[src/verilog/msr_pkg.sv]
// Package for the mixed status register block: offsets, bit positions, timing, carrier types
package msr_pkg;

  localparam logic [3:0] MIXED_STATUS_ADDR   = 4'h0c;
  localparam logic [3:0] TX_RX_HOLDING_ADDR  = 4'h0d;

  localparam int CLOCK_SWITCH_DONE_BIT = 7;
  localparam int FIFO_EMPTY_FLAG_BIT   = 6;
  localparam int BLOCK_GUARD_FLAG_BIT  = 5;
  localparam int CARD_PRESENCE_BIT     = 2;
  localparam int TX_EMPTY_RX_FULL_BIT  = 0;

  localparam logic CLOCK_SWITCH_DONE_RESET = 1'b0;
  localparam logic BLOCK_GUARD_FLAG_RESET  = 1'b0;
  localparam logic TX_EMPTY_RX_FULL_RESET  = 1'b0;

  localparam logic [4:0] GUARD_ETU_T1 = 5'h16;
  localparam logic [4:0] GUARD_ETU_T0 = 5'h10;

  localparam logic [1:0] FLAG_CLEAR_DELAY = 2'h3;

  typedef struct packed {
    logic [3:0] addr;
    logic       rd;
    logic       wr;
  } msr_bus_t;

  typedef struct packed {
    logic tx_char_done;
    logic tx_parity_error;
    logic last_char_tx_mode;
    logic rx_buffer_full;
    logic tx_mode;
  } msr_uart_evt_t;

endpackage : msr_pkg

[src/verilog/msr_mixed_status.sv]
// Mixed status register: clock switch, FIFO empty, guard time, presence, tx/rx flag
`timescale 1ns/1ps
module msr_mixed_status (
  input  wire logic                  i_clock,
  input  wire logic                  i_rstn,
  input  wire logic                  i_uart_reset_release,
  input  wire msr_pkg::msr_bus_t     i_bus,
  input  wire msr_pkg::msr_uart_evt_t i_evt,
  input  wire logic                  i_clk_switch_to_int_done,
  input  wire logic                  i_clk_switch_to_xtal_done,
  input  wire logic                  i_fifo_count_zero,
  input  wire logic                  i_protocol_t1,
  input  wire logic                  i_etu_tick,
  input  wire logic                  i_io_start_bit,
  input  wire logic                  i_card_presence_pin,
  input  wire logic                  i_tx_rx_flag_irq_mask,
  output logic [7:0]                 o_mixed_status,
  output logic                       o_host_irq_n
);

  logic       presence_meta_reg;
  logic       presence_sync_reg;
  logic       clock_switch_done_reg;
  logic       fifo_empty_reg;
  logic       tx_empty_rx_full_reg;
  logic       tx_mode_reg;
  logic [1:0] clear_delay_reg;
  logic       clear_pending_reg;
  logic       guard_done;
  logic       holding_access;
  logic       mode_to_tx;
  logic       mode_to_rx;
  logic       set_event;
  logic       clear_event;
  logic [7:0] status_next;

  // Presence contact is an asynchronous pin
  always_ff @(posedge i_clock)
  begin
    if (!i_rstn)
    begin
      presence_meta_reg <= 1'b0;
      presence_sync_reg <= 1'b0;
    end
    else
    begin
      presence_meta_reg <= i_card_presence_pin;
      presence_sync_reg <= presence_meta_reg;
    end
  end

  always_ff @(posedge i_clock)
  begin
    if (!i_rstn || !i_uart_reset_release)
      clock_switch_done_reg <= msr_pkg::CLOCK_SWITCH_DONE_RESET;
    else if (i_clk_switch_to_int_done)
      clock_switch_done_reg <= 1'b1;
    else if (i_clk_switch_to_xtal_done)
      clock_switch_done_reg <= 1'b0;
  end

  // Registered copy keeps the output a flop; one cycle latency
  always_ff @(posedge i_clock)
  begin
    if (!i_rstn)
      fifo_empty_reg <= 1'b1;
    else
      fifo_empty_reg <= i_fifo_count_zero;
  end

  msr_guard_timer u_guard (
    .i_clock       (i_clock),
    .i_rstn        (i_rstn),
    .i_uart_rstn   (i_uart_reset_release),
    .i_protocol_t1 (i_protocol_t1),
    .i_etu_tick    (i_etu_tick),
    .i_start_bit   (i_io_start_bit),
    .o_guard_done  (guard_done)
  );

  always_ff @(posedge i_clock)
  begin
    if (!i_rstn)
      tx_mode_reg <= 1'b0;
    else
      tx_mode_reg <= i_evt.tx_mode;
  end

  assign mode_to_tx     = i_evt.tx_mode && !tx_mode_reg;
  assign mode_to_rx     = !i_evt.tx_mode && tx_mode_reg;
  assign holding_access = (i_bus.addr == msr_pkg::TX_RX_HOLDING_ADDR) && (i_bus.wr || i_bus.rd);

  // Holding access clear lands three cycles after the access
  always_ff @(posedge i_clock)
  begin
    if (!i_rstn || !i_uart_reset_release)
    begin
      clear_delay_reg   <= 2'h0;
      clear_pending_reg <= 1'b0;
    end
    else if (holding_access)
    begin
      clear_delay_reg   <= msr_pkg::FLAG_CLEAR_DELAY - 2'h1;
      clear_pending_reg <= 1'b1;
    end
    else if (clear_pending_reg)
    begin
      if (clear_delay_reg == 2'h0)
        clear_pending_reg <= 1'b0;
      else
        clear_delay_reg <= clear_delay_reg - 2'h1;
    end
  end

  assign set_event = mode_to_tx
                   || (i_evt.tx_char_done && !(i_evt.last_char_tx_mode && !i_evt.tx_parity_error))
                   || (!i_evt.tx_mode && i_evt.rx_buffer_full);
  assign clear_event = mode_to_rx
                     || (clear_pending_reg && clear_delay_reg == 2'h0);

  // Set wins over a simultaneous clear so no event is lost
  always_ff @(posedge i_clock)
  begin
    if (!i_rstn || !i_uart_reset_release)
      tx_empty_rx_full_reg <= msr_pkg::TX_EMPTY_RX_FULL_RESET;
    else if (set_event)
      tx_empty_rx_full_reg <= 1'b1;
    else if (clear_event)
      tx_empty_rx_full_reg <= 1'b0;
  end

  always_comb
  begin
    status_next                                 = 8'h00;
    status_next[msr_pkg::CLOCK_SWITCH_DONE_BIT] = clock_switch_done_reg;
    status_next[msr_pkg::FIFO_EMPTY_FLAG_BIT]   = fifo_empty_reg;
    status_next[msr_pkg::BLOCK_GUARD_FLAG_BIT]  = guard_done;
    status_next[msr_pkg::CARD_PRESENCE_BIT]     = presence_sync_reg;
    status_next[msr_pkg::TX_EMPTY_RX_FULL_BIT]  = tx_empty_rx_full_reg;
  end

  // Read-only view: bus writes and reads of the status address never touch the state
  always_ff @(posedge i_clock)
  begin
    if (!i_rstn)
      o_mixed_status <= 8'h40;
    else
      o_mixed_status <= status_next;
  end

  always_ff @(posedge i_clock)
  begin
    if (!i_rstn)
      o_host_irq_n <= 1'b1;
    else
      o_host_irq_n <= !(tx_empty_rx_full_reg && !i_tx_rx_flag_irq_mask);
  end

endmodule : msr_mixed_status

[src/verilog/msr_guard_timer.sv]
// Block guard time counter clocked by ETU ticks
`timescale 1ns/1ps
module msr_guard_timer (
  input  wire logic i_clock,
  input  wire logic i_rstn,
  input  wire logic i_uart_rstn,
  input  wire logic i_protocol_t1,
  input  wire logic i_etu_tick,
  input  wire logic i_start_bit,
  output logic      o_guard_done
);

  logic [4:0] count_reg;
  logic       running_reg;
  logic [4:0] limit;

  assign limit = i_protocol_t1 ? msr_pkg::GUARD_ETU_T1 : msr_pkg::GUARD_ETU_T0;

  always_ff @(posedge i_clock)
  begin
    if (!i_rstn || !i_uart_rstn)
    begin
      count_reg    <= 5'h00;
      running_reg  <= 1'b0;
      o_guard_done <= msr_pkg::BLOCK_GUARD_FLAG_RESET;
    end
    else if (i_start_bit)
    begin
      // Restart drops the flag; card answered before guard expired
      count_reg    <= 5'h00;
      running_reg  <= 1'b1;
      o_guard_done <= 1'b0;
    end
    else if (running_reg && i_etu_tick)
    begin
      if (count_reg + 5'h01 >= limit)
      begin
        running_reg  <= 1'b0;
        o_guard_done <= 1'b1;
      end
      count_reg <= count_reg + 5'h01;
    end
  end

endmodule : msr_guard_timer

[config.mk]
export PLATFORM = sky130hd
export DESIGN_NAME = msr_mixed_status
export DESIGN_NICKNAME = d
export VERILOG_FILES = /design/src/verilog/msr_pkg.sv /design/src/verilog/msr_mixed_status.sv /design/src/verilog/msr_guard_timer.sv
export SDC_FILE = /design/constraint.sdc
export NUM_CORES = 1
export LEC_CHECK = 0
export BUFFER_PORTS_ARGS = -buffer_cell sky130_fd_sc_hd__buf_2
export CORE_MARGIN = 4
export CORE_UTILIZATION = 47
export CTS_CLUSTER_SIZE = 8
export DETAILED_ROUTE_END_ITERATION = 7
export PLACE_DENSITY_LB_ADDON = 0.3
export SYNTH_ARGS = -nofsm -noshare
export SYNTH_HDL_FRONTEND = slang
export SYNTH_SLANG_ARGS = --single-unit
export TNS_END_PERCENT = 10
[constraint.sdc]
create_clock -name i_clock -period 2.2 [get_ports i_clock]
set_clock_uncertainty 0.05 [all_clocks]
set_input_delay 0.11 -clock i_clock [delete_from_list [all_inputs] [get_ports i_clock]]
set_output_delay 0.11 -clock i_clock [all_outputs]
set_load 0.02 [all_outputs]
==> results.md <==
* Grt total ovfl at 0
* Largest area contributor in the synthesized netlist: dfxtp_1
* # Max-Cap Violations at 0
* Pwr dens at 673.1 mW/mm2
* Setup WS pre-CTS at roughly 0.28 ns
* Final HPWL DP at ~1200 um
* CTS resizes at 0
* RR Endpoint: u_guard.o_guard_done
* Drt first pass iters at 4
* Share of the synthesized area in the top cell type at between 50 and 60%
* Total power at roughly 780 uW
* Initial antenna violation count at 0
* Area taken by multi-input logic gates at approximately 400 um2
* Leak at between 0.5 and 0.6 nW
* Multiplexer share of the synthesized area at between 1 and 1.5%
* Crit path setup slack, layout at 0.2759 ns
* Num ports at 31
* Critical Path End Type: register
* Clock Tree Buf Depth at 2
* Diode count at 0
* Core Region at roughly 0.0017 mm2
* Compound-Gate Fraction of Synth Area at 12.30%
* Inserted Clock Buffers at 3
* WL/cell at around 11 um
* Die Y at approximately 51 um
* Peak VDD IR at 0.5063 mV
* DRC at 0
* Worst-case reg-to-reg path depth at 6
* Share of cells above drive strength 1 at between 20 and 30%
* WP data required at between 2 and 2.5 ns
* Final Util at approximately 66%
* Register area share after synthesis at 50.36%
* Simple-gate area share of the yosys netlist at a little over a fifth
* Detailed Route Iter0 Violations at 9
* Final Net Count at 156
* Total track usage at ~15%
* XOR/XNOR Fraction of Synth Area at 5.007%
* Worst hold start: i_evt[4]
* Die Wd at 51.14 um
* Commonest non-fill, non-tap cells in the layout: 27 x buf_2, 22 x dfxtp_1, 8 x dlygate4sd3_1
* Top area cells in the synthesized netlist: dfxtp_1 50%, and2_1 5.0%, ha_1 4.3%
* Setup slack, reg-to-reg at roughly 0.28 ns
* Outcome: completed
* Post-route insts no fill at between 150 and 200
* Critical-path maximum fanout at 4
* Fmax achieved at 519.7 MHz
* Worst EP arrival at ~2.1 ns
* Hold depth at 3
* I/O Buffers at 27
* Setup Viol. Count Final at 0
* Clock latency on the worst-skew pair at about 0.30 ns
* Number of cells after detailed placement at 143
* Std cell rows at 15
* Num Clock Sinks at 22
* Startpoint Class: register
* CTS tree: built
* Ys Warns at 0
* CTS HTree Levels at 1
* GPL Wtd Cong at 0.8703
* Largest family of logic cells by synthesized area: simple AND/OR/NAND/NOR gates
* RSZ-0062 raised after global routing: false
* Count of state elements after synthesis at 22
* Fin crit period at slightly below 2 ns
* Reg area at roughly 440 um2
* Fin Setup TNS at 0 ns
* Total number of vias at 746
* Pin count of the biggest net entering global routing at 14
* Period utilization at around 90%
* Max-slew violations at 0
* Worst hold path class: input pin to register
* Avg Vias per Cell at around 4.8
* Routed wire length at roughly 1600 um
* Synth Instances at just over 90
* Reg2Reg Launch Point: u_guard.count_reg[0]
* Distinct cells, synth at 28
* Vias in the first global route at between 700 and 800
* Routed Antenna Nets at 0
* Final Hold Viols at 0
* Die area at 0.002615 mm2
* Cell chosen for the clock root: clkbuf_4
* WHS Endpoint: tx_empty_rx_full_reg
* Most common cell after layout, fill and taps aside: buf_2
* Syn_area_per_cell at 9.404 um2
* Clock Pin Slew Worst Setup and Hold Paths at 0.11 ns
* Kind of critical path: register to register
* Synthesized area at about 870 um2
* Adder-cell area share of the yosys netlist at 4.292%
* Initial core utilization at between 50% and 60%
* Syn-to-layout area delta at 32.05%
* First-pass GRT wire length at a little under 3000 um
* # fillers at 153
==> synthesized netlist by cell type <==
library cell	count
xnor2_1	2
nor3b_1	1
clkbuf_1	1
o311a_1	1
mux2i_1	1
nand3_1	3
ha_1	3
nand3_2	1
dfxtp_1	22
inv_1	5
a21oi_1	6
and4b_1	1
o311ai_0	1
a21boi_0	1
nand2_1	7
and2_1	7
buf_4	3
nor3_1	1
xor2_1	3
conb_1	1
or3_1	2
nand2b_1	4
nor2b_1	1
or2_2	1
o21ai_0	7
a41o_1	1
a31oi_1	1
nor2_1	5
==> final cells by class <==
class / instances / share of cell area (%)
Tap cell: 25 / 2.709
Multi-Input combinational cell: 64 / 34.34
Clock inverter: 1 / 2.600
Clock buffer: 3 / 1.950
Inverter: 5 / 1.625
Timing Repair Buffer: 35 / 18.63
Sequential cell: 22 / 38.14
==> worst max-delay path by stage <==
| stage | startpoint | cells after the start | endpoint |
|---|---|---|---|
| finish | u_guard.count_reg[0] | 6 | u_guard.o_guard_done |
| CTS | u_guard.count_reg[0] | 6 | u_guard.o_guard_done |
| detailed placement | u_guard.count_reg[0] | 6 | u_guard.o_guard_done |
| global placement | u_guard.count_reg[0] | 6 | u_guard.o_guard_done |
| floorplan | u_guard.count_reg[0] | 6 | u_guard.o_guard_done |
| global route | u_guard.count_reg[0] | 6 | u_guard.o_guard_done |
==> repair_timing <==
action	CTS	global route
hold buffers	8	0
buffers inserted	0	0
endpoints found under the hold margin	7	0
endpoints found under the setup margin	0	0
==> per-layer routing <==
| layer | vias up | track usage (%) | part of all wire, % |
|---|---|---|---|
| met5 | - | 0 | 0 |
| met4 | 0 | 5.381 | 0.61 |
| met3 | 2 | 4.665 | 7.3 |
| met2 | 24 | 26.39 | 50 |
| met1 | 337 | 16.85 | 42 |
| li1 | 383 | - | - |
==> power breakdown <==
group | internal (mW) | switching (mW) | total, mW
Sequential | 0.408 | 0.00430 | 0.412
Clock | 0.184 | 0.116 | 0.300
Combinational | 0.0343 | 0.0308 | 0.0651
Total | 0.627 | 0.151 | 0.777
==> kinds of logic (layout without fill, tap and decap cells) <==
logic type | count (synthesis) | after routing
simple gates | 34 | 34
mux | 1 | 1
compound gates | 18 | 18
xor+xnor | 5 | 5
other cells | 1 | 3
flops | 22 | 22
buf+inv | 9 | 44
fa+ha+maj | 3 | 3
==> per-stage QoR <==
| step | hold WS (ns) | instance area [um2] |
|---|---|---|
| after CTS | 0.0008931 | 1155 |
| after global placement | 0.2398 | 1022 |
| final | 0.01895 | 1155 |
| after detailed placement | 0.2480 | 1022 |
| after floorplan | 0.1615 | 882.1 |
| after global routing | 0.01862 | 1155 |
==> critical path, cell delays in order (launching register included) <==
cell	delay [ns]
dfxtp_1	0.43
ha_1	0.23
xor2_1	0.17
ha_1	0.24
a21boi_0	0.13
o311a_1	0.36
a41o_1	0.23
(Power assumes the default switching activity.)
